File: config.mk
export PLATFORM = sky130hd
export DESIGN_NAME = ufc_flow_trigger_config
export DESIGN_NICKNAME = d
export VERILOG_FILES = /design/src/ufc_pkg.sv /design/src/ufc_flow_trigger_config.sv
export SDC_FILE = /design/constraint.sdc
export NUM_CORES = 1
export LEC_CHECK = 0
export BUFFER_PORTS_ARGS = -buffer_cell sky130_fd_sc_hd__buf_4
export CELL_PAD_IN_SITES_DETAIL_PLACEMENT = 2
export CELL_PAD_IN_SITES_GLOBAL_PLACEMENT = 2
export CORE_UTILIZATION = 34
export DETAILED_ROUTE_END_ITERATION = 8
export GPL_ROUTABILITY_DRIVEN = 0
export PLACE_DENSITY_LB_ADDON = 0.1
export SLEW_MARGIN = 20
export SYNTH_ARGS = -nofsm -noshare
export SYNTH_HDL_FRONTEND = slang
export SYNTH_SLANG_ARGS = --single-unit
File: constraint.sdc
create_clock -name sys_clk -period 2.2 [get_ports sys_clk]
set_clock_uncertainty 0.15 [all_clocks]
set_input_delay 0.44 -clock sys_clk [delete_from_list [all_inputs] [get_ports sys_clk]]
set_output_delay 0.44 -clock sys_clk [all_outputs]
set_load 0.1 [all_outputs]
File: src/ufc_pkg.sv
// Package: constants and carriers for the UART flow and trigger configuration block
// Contract
// CTS flow enable set stops transmit while CTS pin is high; clear ignores CTS.
// RTS flow enable drives RTS high at halt fill, low again at resume fill.
// Special detect compares each received char with second stop char; match sets flag.
// Feature bit 4 clear blocks writes to interrupt 7:4, FIFO 5:4, modem 7:5.
// Feature low nibble selects software flow control combination.
// Two byte latches form a 16-bit baud divisor, high latch is MSB.
// Divisor writes only take effect while sleep mode bit is clear.
// Threshold upper nibble is resume level, lower is halt level, steps of four.
// Threshold register writable only with feature bit 4 and modem bit 6 set.
// Host programs halt above resume before enabling flow control; no hardware check.
// Trigger upper nibble is receive level, lower is transmit level, level over four.
// Trigger register writable only with feature bit 4 and modem bit 6 set.
// A zero trigger nibble falls back to the FIFO control selected level.
// Ready upper bits: receive fill above trigger or receive time-out.
// Ready lower bits: transmit free space at least the transmit trigger.
// Ready register at address 7 with any select low, modem bit 2, no loop-back.
// Host reaches feature register at offset 2 with line control 0xbf.
// Host writes threshold with line control not 0xbf and modem bit 6 set.
// Ready bits one per channel, lowest bit of each nibble is channel one.
package ufc_pkg;
  localparam logic [2:0] ADDR_DIV_LOW    = 3'h0;
  localparam logic [2:0] ADDR_DIV_HIGH   = 3'h1;
  localparam logic [2:0] ADDR_INT_ENABLE = 3'h1;
  localparam logic [2:0] ADDR_FIFO_CTRL  = 3'h2;
  localparam logic [2:0] ADDR_FEATURE    = 3'h2;
  localparam logic [2:0] ADDR_LINE_CTRL  = 3'h3;
  localparam logic [2:0] ADDR_MODEM_CTRL = 3'h4;
  localparam logic [2:0] ADDR_THRESHOLD  = 3'h6;
  localparam logic [2:0] ADDR_TRIGGER    = 3'h7;
  localparam logic [2:0] ADDR_STOP_CHAR2 = 3'h7;
  localparam logic [2:0] ADDR_FIFO_READY = 3'h7;
  localparam logic [7:0] LCR_FEATURE_KEY = 8'hbf;
  localparam int LCR_DIV_ACCESS_BIT = 7;
  localparam int EFR_CTS_BIT        = 7;
  localparam int EFR_RTS_BIT        = 6;
  localparam int EFR_SPECIAL_BIT    = 5;
  localparam int EFR_WR_ENABLE_BIT  = 4;
  localparam int IER_SLEEP_BIT      = 4;
  localparam int MCR_TRIG_ACC_BIT   = 6;
  localparam int MCR_LOOPBACK_BIT   = 4;
  localparam int MCR_READY_EN_BIT   = 2;
  localparam int MCR_RTS_BIT        = 1;
  localparam int FCR_ENABLE_BIT     = 0;
  localparam logic [7:0] IER_PROT_MASK = 8'hf0;
  localparam logic [7:0] FCR_PROT_MASK = 8'h30;
  localparam logic [7:0] MCR_PROT_MASK = 8'he0;
  localparam logic [7:0] RESET_BYTE    = 8'h00;
  localparam logic [7:0] LCR_RESET     = 8'h1d;
  localparam logic [7:0] IIR_NONE      = 8'h01;
  localparam logic [7:0] IIR_SPECIAL   = 8'h10;
  // Fallback trigger levels chosen by the FIFO control bits, in bytes
  localparam logic [6:0] FCR_RX_LEVEL0 = 7'h08;
  localparam logic [6:0] FCR_RX_LEVEL1 = 7'h10;
  localparam logic [6:0] FCR_RX_LEVEL2 = 7'h38;
  localparam logic [6:0] FCR_RX_LEVEL3 = 7'h3c;
  localparam logic [6:0] FCR_TX_LEVEL0 = 7'h08;
  localparam logic [6:0] FCR_TX_LEVEL1 = 7'h10;
  localparam logic [6:0] FCR_TX_LEVEL2 = 7'h20;
  localparam logic [6:0] FCR_TX_LEVEL3 = 7'h38;
  localparam int CHANNELS  = 4;
  localparam int BUF_DEPTH = 2;

  typedef struct packed {
    logic [3:0] chanSelN;
    logic [2:0] addr;
    logic       wrN;
    logic       rdN;
    logic [7:0] data;
  } ufc_bus_t;

  typedef struct packed {
    logic [6:0] rxTrig;
    logic [6:0] txTrig;
  } ufc_trig_t;
endpackage

File: src/ufc_flow_trigger_config.sv
// Module: register file, flow control and FIFO ready status of one UART channel
`timescale 1ns/1ps
`default_nettype none
module ufc_flow_trigger_config (
  // Clock and reset
  input  wire logic              sys_clk,
  input  wire logic              nrst,
  // Host register bus
  input  wire ufc_pkg::ufc_bus_t busReq,
  output var  logic [7:0]        dataOut,
  output var  logic              dataOutEnN,
  // Modem pins
  input  wire logic              ctsPin,
  output var  logic              rtsPin,
  // Channel FIFO state
  input  wire logic [6:0]        rxFill,
  input  wire logic [6:0]        txSpace,
  input  wire logic              rxTimeout,
  input  wire logic [2:0]        otherRxReady,
  input  wire logic [2:0]        otherTxReady,
  // Received characters towards the receive FIFO
  input  wire logic              rxCharValid,
  input  wire logic [7:0]        rxChar,
  output var  logic              rxCharReady,
  output var  logic              fifoWrValid,
  output var  logic [7:0]        fifoWrData,
  input  wire logic              fifoWrReady,
  // Configuration towards the datapath
  output var  logic              txHalt,
  output var  logic [3:0]        swFlowMode,
  output var  logic [15:0]       baudDivisor,
  output var  logic              sleepMode,
  output var  logic              specialCharFlag,
  output var  ufc_pkg::ufc_trig_t trigLevels
);

  function automatic logic [7:0] protWrite(input logic [7:0] oldVal, input logic [7:0] newVal,
                                           input logic [7:0] mask, input logic allow);
    protWrite = allow ? newVal : ((oldVal & mask) | (newVal & ~mask));
  endfunction

  function automatic logic [6:0] nibBytes(input logic [3:0] nib);
    nibBytes = {1'b0, nib, 2'b00};
  endfunction

  // Register state
  logic [7:0]  lcr_reg, lcr_next;
  logic [7:0]  ier_reg, ier_next;
  logic [7:0]  fcr_reg, fcr_next;
  logic [7:0]  mcr_reg, mcr_next;
  logic [7:0]  efr_reg, efr_next;
  logic [7:0]  dll_reg, dll_next;
  logic [7:0]  dlh_reg, dlh_next;
  logic [7:0]  tcr_reg, tcr_next;
  logic [7:0]  tlr_reg, tlr_next;
  logic [7:0]  stop2_reg, stop2_next;
  logic        wrPrev_reg, wrPrev_next;
  logic        rdPrev_reg, rdPrev_next;
  logic        special_reg, special_next;
  logic [7:0]  dout_reg, dout_next;
  logic        doutEnN_reg, doutEnN_next;

  // Flow and status outputs
  logic        rts_reg, rts_next;
  logic        txHalt_reg, txHalt_next;
  logic [3:0]  swFlow_reg, swFlow_next;
  logic [15:0] div_reg, div_next;
  logic        sleep_reg, sleep_next;
  ufc_pkg::ufc_trig_t trig_reg, trig_next;

  // Two-entry character buffer
  logic [7:0]  bufMem_reg [ufc_pkg::BUF_DEPTH];
  logic [7:0]  bufMem_next [ufc_pkg::BUF_DEPTH];
  logic        wrPtr_reg, wrPtr_next;
  logic        rdPtr_reg, rdPtr_next;
  logic [1:0]  count_reg, count_next;
  logic        inReady_reg, inReady_next;
  logic        outValid_reg, outValid_next;
  logic [7:0]  outData_reg, outData_next;

  logic        ownSel;
  logic        anySel;
  logic        featBank;
  logic        divBank;
  logic        trigAccess;
  logic        readyAccess;
  logic        wrStrobe;
  logic        rdStrobe;
  logic        rdActive;
  logic [6:0]  rxTrigEff;
  logic [6:0]  txTrigEff;
  logic        ownRxReady;
  logic        ownTxReady;
  logic [7:0]  readyByte;
  logic        pushChar;
  logic        popChar;

  always_comb begin
    ownSel      = ~busReq.chanSelN[0];
    anySel      = ~(&busReq.chanSelN);
    featBank    = (lcr_reg == ufc_pkg::LCR_FEATURE_KEY);
    divBank     = lcr_reg[ufc_pkg::LCR_DIV_ACCESS_BIT] & ~featBank;
    trigAccess  = efr_reg[ufc_pkg::EFR_WR_ENABLE_BIT] & mcr_reg[ufc_pkg::MCR_TRIG_ACC_BIT]
                  & ~featBank & ~divBank;
    readyAccess = mcr_reg[ufc_pkg::MCR_READY_EN_BIT] & ~mcr_reg[ufc_pkg::MCR_LOOPBACK_BIT]
                  & (busReq.addr == ufc_pkg::ADDR_FIFO_READY);
    wrStrobe    = ownSel & ~busReq.wrN & wrPrev_reg;
    rdActive    = ~busReq.rdN & (ownSel | (anySel & readyAccess));
    rdStrobe    = ownSel & ~busReq.rdN & rdPrev_reg;
    // Zero nibble defers to the FIFO control selection
    if (tlr_reg[7:4] != 4'h0) begin
      rxTrigEff = nibBytes(tlr_reg[7:4]);
    end else begin
      case (fcr_reg[7:6])
        2'h0:    rxTrigEff = ufc_pkg::FCR_RX_LEVEL0;
        2'h1:    rxTrigEff = ufc_pkg::FCR_RX_LEVEL1;
        2'h2:    rxTrigEff = ufc_pkg::FCR_RX_LEVEL2;
        default: rxTrigEff = ufc_pkg::FCR_RX_LEVEL3;
      endcase
    end
    if (tlr_reg[3:0] != 4'h0) begin
      txTrigEff = nibBytes(tlr_reg[3:0]);
    end else begin
      case (fcr_reg[5:4])
        2'h0:    txTrigEff = ufc_pkg::FCR_TX_LEVEL0;
        2'h1:    txTrigEff = ufc_pkg::FCR_TX_LEVEL1;
        2'h2:    txTrigEff = ufc_pkg::FCR_TX_LEVEL2;
        default: txTrigEff = ufc_pkg::FCR_TX_LEVEL3;
      endcase
    end
    ownRxReady = (rxFill > rxTrigEff) | rxTimeout;
    ownTxReady = (txSpace >= txTrigEff);
    readyByte  = {otherRxReady, ownRxReady, otherTxReady, ownTxReady};
    pushChar   = rxCharValid & inReady_reg;
    popChar    = outValid_reg & fifoWrReady;
  end

  // Register writes
  always_comb begin
    lcr_next   = lcr_reg;
    ier_next   = ier_reg;
    fcr_next   = fcr_reg;
    mcr_next   = mcr_reg;
    efr_next   = efr_reg;
    dll_next   = dll_reg;
    dlh_next   = dlh_reg;
    tcr_next   = tcr_reg;
    tlr_next   = tlr_reg;
    stop2_next = stop2_reg;
    if (wrStrobe) begin
      if (busReq.addr == ufc_pkg::ADDR_LINE_CTRL) begin
        lcr_next = busReq.data;
      end else if (featBank && busReq.addr == ufc_pkg::ADDR_FEATURE) begin
        efr_next = busReq.data;
      end else if (featBank && busReq.addr == ufc_pkg::ADDR_STOP_CHAR2) begin
        stop2_next = busReq.data;
      end else if (divBank && busReq.addr == ufc_pkg::ADDR_DIV_LOW) begin
        if (!ier_reg[ufc_pkg::IER_SLEEP_BIT]) begin
          dll_next = busReq.data;
        end
      end else if (divBank && busReq.addr == ufc_pkg::ADDR_DIV_HIGH) begin
        if (!ier_reg[ufc_pkg::IER_SLEEP_BIT]) begin
          dlh_next = busReq.data;
        end
      end else if (busReq.addr == ufc_pkg::ADDR_INT_ENABLE) begin
        ier_next = protWrite(ier_reg, busReq.data, ufc_pkg::IER_PROT_MASK,
                             efr_reg[ufc_pkg::EFR_WR_ENABLE_BIT]);
      end else if (busReq.addr == ufc_pkg::ADDR_FIFO_CTRL) begin
        fcr_next = protWrite(fcr_reg, busReq.data, ufc_pkg::FCR_PROT_MASK,
                             efr_reg[ufc_pkg::EFR_WR_ENABLE_BIT]);
      end else if (busReq.addr == ufc_pkg::ADDR_MODEM_CTRL) begin
        mcr_next = protWrite(mcr_reg, busReq.data, ufc_pkg::MCR_PROT_MASK,
                             efr_reg[ufc_pkg::EFR_WR_ENABLE_BIT]);
      end else if (trigAccess && busReq.addr == ufc_pkg::ADDR_THRESHOLD) begin
        tcr_next = busReq.data;
      end else if (trigAccess && busReq.addr == ufc_pkg::ADDR_TRIGGER) begin
        tlr_next = busReq.data;
      end
    end
  end

  // Read data latched on the strobe's first edge; a clear-on-read cannot alter it mid-strobe
  always_comb begin
    wrPrev_next  = busReq.wrN;
    rdPrev_next  = busReq.rdN;
    doutEnN_next = ~rdActive;
    dout_next    = dout_reg;
    if (rdActive && rdPrev_reg) begin
      if (readyAccess) begin
        dout_next = readyByte;
      end else if (busReq.addr == ufc_pkg::ADDR_LINE_CTRL) begin
        dout_next = lcr_reg;
      end else if (featBank && busReq.addr == ufc_pkg::ADDR_FEATURE) begin
        dout_next = efr_reg;
      end else if (featBank && busReq.addr == ufc_pkg::ADDR_STOP_CHAR2) begin
        dout_next = stop2_reg;
      end else if (divBank && busReq.addr == ufc_pkg::ADDR_DIV_LOW) begin
        dout_next = dll_reg;
      end else if (divBank && busReq.addr == ufc_pkg::ADDR_DIV_HIGH) begin
        dout_next = dlh_reg;
      end else if (busReq.addr == ufc_pkg::ADDR_INT_ENABLE) begin
        dout_next = ier_reg;
      end else if (busReq.addr == ufc_pkg::ADDR_FIFO_CTRL) begin
        // Identification: FIFO enable mirrored in the top bits
        dout_next = special_reg ? ufc_pkg::IIR_SPECIAL : ufc_pkg::IIR_NONE;
        dout_next[7] = fcr_reg[ufc_pkg::FCR_ENABLE_BIT];
        dout_next[6] = fcr_reg[ufc_pkg::FCR_ENABLE_BIT];
      end else if (busReq.addr == ufc_pkg::ADDR_MODEM_CTRL) begin
        dout_next = mcr_reg;
      end else if (trigAccess && busReq.addr == ufc_pkg::ADDR_THRESHOLD) begin
        dout_next = tcr_reg;
      end else if (trigAccess && busReq.addr == ufc_pkg::ADDR_TRIGGER) begin
        dout_next = tlr_reg;
      end else begin
        dout_next = ufc_pkg::RESET_BYTE;
      end
    end
    special_next = special_reg;
    // Reading the identification clears the flag; a match in the same cycle wins
    if (rdStrobe && !featBank && !divBank && busReq.addr == ufc_pkg::ADDR_FIFO_CTRL) begin
      special_next = 1'b0;
    end
    if (pushChar && efr_reg[ufc_pkg::EFR_SPECIAL_BIT] && rxChar == stop2_reg) begin
      special_next = 1'b1;
    end
  end

  // Flow control and configuration outputs
  always_comb begin
    rts_next = rts_reg;
    if (efr_reg[ufc_pkg::EFR_RTS_BIT]) begin
      // Halt level above resume level is the host's job; no check here
      if (rxFill >= nibBytes(tcr_reg[3:0])) begin
        rts_next = 1'b1;
      end else if (rxFill <= nibBytes(tcr_reg[7:4])) begin
        rts_next = 1'b0;
      end
    end else begin
      rts_next = ~mcr_reg[ufc_pkg::MCR_RTS_BIT];
    end
    txHalt_next = efr_reg[ufc_pkg::EFR_CTS_BIT] & ctsPin;
    swFlow_next = efr_reg[3:0];
    div_next    = {dlh_reg, dll_reg};
    sleep_next  = ier_reg[ufc_pkg::IER_SLEEP_BIT];
    trig_next   = '{rxTrig: rxTrigEff, txTrig: txTrigEff};
  end

  // Character buffer: ready is registered, so a word arriving while full waits
  always_comb begin
    bufMem_next = bufMem_reg;
    wrPtr_next  = wrPtr_reg;
    rdPtr_next  = rdPtr_reg;
    count_next  = count_reg;
    if (pushChar) begin
      bufMem_next[wrPtr_reg] = rxChar;
      wrPtr_next = ~wrPtr_reg;
    end
    if (popChar) begin
      rdPtr_next = ~rdPtr_reg;
    end
    if (pushChar && !popChar) begin
      count_next = count_reg + 2'h1;
    end else if (popChar && !pushChar) begin
      count_next = count_reg - 2'h1;
    end
    inReady_next  = (count_next != 2'(ufc_pkg::BUF_DEPTH));
    outValid_next = (count_next != 2'h0);
    outData_next  = bufMem_next[rdPtr_next];
  end

  always_ff @(posedge sys_clk or negedge nrst) begin
    if (!nrst) begin
      lcr_reg      <= ufc_pkg::LCR_RESET;
      ier_reg      <= ufc_pkg::RESET_BYTE;
      fcr_reg      <= ufc_pkg::RESET_BYTE;
      mcr_reg      <= ufc_pkg::RESET_BYTE;
      efr_reg      <= ufc_pkg::RESET_BYTE;
      dll_reg      <= ufc_pkg::RESET_BYTE;
      dlh_reg      <= ufc_pkg::RESET_BYTE;
      tcr_reg      <= ufc_pkg::RESET_BYTE;
      tlr_reg      <= ufc_pkg::RESET_BYTE;
      stop2_reg    <= ufc_pkg::RESET_BYTE;
      wrPrev_reg   <= 1'b1;
      rdPrev_reg   <= 1'b1;
      special_reg  <= 1'b0;
      dout_reg     <= ufc_pkg::RESET_BYTE;
      doutEnN_reg  <= 1'b1;
      rts_reg      <= 1'b1;
      txHalt_reg   <= 1'b0;
      swFlow_reg   <= 4'h0;
      div_reg      <= 16'h0000;
      sleep_reg    <= 1'b0;
      trig_reg     <= '0;
      bufMem_reg   <= '{default: 8'h00};
      wrPtr_reg    <= 1'b0;
      rdPtr_reg    <= 1'b0;
      count_reg    <= 2'h0;
      inReady_reg  <= 1'b1;
      outValid_reg <= 1'b0;
      outData_reg  <= 8'h00;
    end else begin
      lcr_reg      <= lcr_next;
      ier_reg      <= ier_next;
      fcr_reg      <= fcr_next;
      mcr_reg      <= mcr_next;
      efr_reg      <= efr_next;
      dll_reg      <= dll_next;
      dlh_reg      <= dlh_next;
      tcr_reg      <= tcr_next;
      tlr_reg      <= tlr_next;
      stop2_reg    <= stop2_next;
      wrPrev_reg   <= wrPrev_next;
      rdPrev_reg   <= rdPrev_next;
      special_reg  <= special_next;
      dout_reg     <= dout_next;
      doutEnN_reg  <= doutEnN_next;
      rts_reg      <= rts_next;
      txHalt_reg   <= txHalt_next;
      swFlow_reg   <= swFlow_next;
      div_reg      <= div_next;
      sleep_reg    <= sleep_next;
      trig_reg     <= trig_next;
      bufMem_reg   <= bufMem_next;
      wrPtr_reg    <= wrPtr_next;
      rdPtr_reg    <= rdPtr_next;
      count_reg    <= count_next;
      inReady_reg  <= inReady_next;
      outValid_reg <= outValid_next;
      outData_reg  <= outData_next;
    end
  end

  assign dataOut         = dout_reg;
  assign dataOutEnN      = doutEnN_reg;
  assign rtsPin          = rts_reg;
  assign txHalt          = txHalt_reg;
  assign swFlowMode      = swFlow_reg;
  assign baudDivisor     = div_reg;
  assign sleepMode       = sleep_reg;
  assign specialCharFlag = special_reg;
  assign trigLevels      = trig_reg;
  assign rxCharReady     = inReady_reg;
  assign fifoWrValid     = outValid_reg;
  assign fifoWrData      = outData_reg;

endmodule
`default_nettype wire

==> out/metrics.yaml <==
yosys:
  synth_top_cells_by_area: "dfrtp_1 49%, mux2_1 9.3%, mux2_2 4.6%"
  ys.flop_type: "dfrtp_1"
  netlist_instances: 593
  synth_warnings: 0
  synth_area_um2: 7148
  synth_area_per_cell_um2: 12.05
  ys_seq_elements: 150
  yosysTopAreaCell: "dfrtp_1"
  ys_types: 82
  synth-async-reset-ratio_pct: 100.0
  synth_top_area_share_pct: 49.36
  synth-edff-count: 0
  yosysSeqAreaShare_pct: 52.67
worst_setup_path:
  worstPathCellList: "ha_2, nor2_1, nor4_2, or2_4, inv_2, ha_4, a2111o_1, o31ai_2, a31oi_1"
  r2r-end: "dataOut[0]"
  slowest_stage: "dfrtp_1"
  max_stage_delay_ps: 410
  crit_end: "dataOut[0]"
  critPathLaunchType: "register"
  r2r_start: "fcr_reg[4]"
  crit_type: "register to register"
  worst_setup_path_end_kind: "register"
  worstRegToRegCells: 9
  crit_start: "fcr_reg[4]"
  critPathMaxFanout: 4
  r2r_slack_ps: -30
  arrival_ps: 2360
  required_ps: 2330
timing:
  final.min_clock_period_ps: 2229
  fin_ws_ps: -28.96
  fin_tns_setup_ps: -28.96
  setup_viol: 1
  fin_crit_sh_pct: 101.3
  rsz0062_at_grt: "yes"
  max_freq_mhz: 448.6
  tightest_slew_ps: 522.9
  slew_headroom_pct: 65.14
  drv_slew: 0
  finalHoldViolCount: 0
pwr:
  internal_power_mw: 5.777
  p_total_mw: 9.154
  p_leak_nw: 4.594
  switching_share_pct: 36.89
  pwr-share-clk_pct: 32.4
  p_seq_share_pct: 37.7
  p_switching_mw: 3.377
  combinationalPowerShare_pct: 29.8
  p_per_area_nw_per_um2: 961.9
  irDropWorstVdd_mv: 0.7201
floorplan:
  pin_count: 108
  core-area_um2: 20430
  die_w_um: 147.0
  die_area_um2: 21610
  initial_core_util_pct: 34.99
  die_h_um: 147.0
  rows: 52
cts:
  cts.htree.levels: 4
  root_buffer: "clkbuf_16"
  clock_path_buffers: 2
  clock_sinks: 150
  clkSlewWorstSetupHoldPaths_ps: 60
  cts_tree: "done"
  clock_latency_ps: 430
  cts_made_buffers: 17
final_layout:
  drive_gt1_share_pct: 37.77
  layout_commonest_cell: "buf_4"
  antennaDiodeCount: 0
  syn_to_final_growth_pct: 33.13
  fin_nets: 838
  stdcell_count: 1051
  final_cell_mix: "170 x buf_4, 140 x dfrtp_1, 59 x mux2_1, 44 x nor2_1, 29 x mux2_2"
detailed_routing:
  ant_nets: 0
  firstDrtPassIters: 4
  wl_per_cell_um: 22.94
  wirelength_um: 24110
  vias: 5455
  drc: 0
  vias_per_cell: 5.190
  drtIter0Drc: 242
global_routing:
  grt_usage_pct: 23.74
  grt_max_degree: 44
  grt_pass1_vias: 6325
  grt_use_met2_pct: 41.16
  gr-max-usage-layer: "met2"
  grt_use_met3_pct: 3.230
  grt_first_pass_wirelength_um: 38200
  grtUsageMet1_pct: 31.18
  antenna_found_initial: 0
  grt_overflow: 0
placed_design:
  numPortBuffers: 101
  post-place-ws_ps: -166.9
  place_inst: 1005
  hpwl_um: 17890
flow_run:
  max_cap_viol_count: 0
status:
  violations: "setup timing"
  outcome: "complete, but fails checks"
hold_path:
  hp-class: "primary input to register"
  min-delay-start: "ctsPin"
-- power by group through the flow --
stage / logic [mW] / clock network (mW) / registers (mW)
global placement: 2.64 / 0 / 3.46
finish: 2.73 / 2.97 / 3.45
floorplan: 0.880 / 0 / 4.45
global route: 2.90 / 3.13 / 3.51
detailed placement: 2.73 / 0 / 3.50
CTS: 2.76 / 3.04 / 3.46
-- worst min-delay path by stage --
stage	end	slack [ps]	cells past startpoint
finish	txHalt	70	2
global placement	baudDivisor[0]	240	0
global route	txHalt	70	2
floorplan	baudDivisor[0]	-6	0
CTS	txHalt	60	2
detailed placement	baudDivisor[11]	240	0
-- cell type report --
cell class | instances | area (µm²)
Fill cell | 2048 | 10910
Timing Repair Buffer | 183 | 1471
Inverter | 22 | 82.58
Tap cell | 270 | 337.8
Sequential cell | 150 | 3770
Clock inverter | 12 | 141.4
Clock buffer | 20 | 456.7
Multi-Input combinational cell | 394 | 3257
-- worst max-delay path: cells and delay by family, from the launching register on --
| kind | cells | cell delay [ps] |
|---|---|---|
| DFF | 1 | 410 |
| buffers and inverters | 1 | 60 |
| AOI/OAI and AO/OA | 3 | 640 |
| adders and majority gates | 2 | 390 |
| and+or+nand+nor | 3 | 430 |
-- timing repair --
action / CTS / global route
buffers inserted: 3 / 8
hold endpoints to repair: 37 / 0
hold buffers: 3 / 0
gates resized for setup: 15 / 15
pin swaps: 1 / 16
endpoints found under the setup margin: 5 / 13
-- metal layers --
layer  up-vias  wire, µm
li1       2491         -
met1      2833     10560
met2       112     12270
met3        19      1013
met4         0       264
met5         -         0
-- stage by stage --
| stage | hold slack (ps) | cell area (µm²) | utilization, % |
|---|---|---|---|
| after global routing | 71.59 | 9517 | 46.58 |
| after detailed placement | 239.2 | 8691 | 42.54 |
| after CTS | 55.49 | 9383 | 45.93 |
| after global placement | 235.3 | 8691 | 42.54 |
| final | 71.58 | 9517 | 46.58 |
| after floorplan | -5.591 | 7171 | - |
-- Yosys cell counts (all sizes together) (7+ instances only) --
cell    instances
dfrtp         141
mux2           96
nor2           48
buf            22
inv            22
o21ai          21
nand2          20
ha             19
nand3          13
clkbuf         10
nor2b          10
dfstp           9
nand4           9
nor3            8
mux2i           7
nand2b          7
-- kinds of logic (layout without fill, tap and decap cells) --
logic type	count (synthesis)	count (layout)	share of synthesized area [%]
AND/OR/NAND/NOR	157	157	12.41
flip-flops	150	150	52.67
multiplexers	103	103	16.52
AO/OA/AOI/OAI	97	97	10.08
buffers and inverters	54	237	3.466
adder cells (fa/ha/maj)	19	19	3.326
XOR/XNOR	12	12	1.470
other	1	6	0.05246
Power figures use the tool's default switching activity.
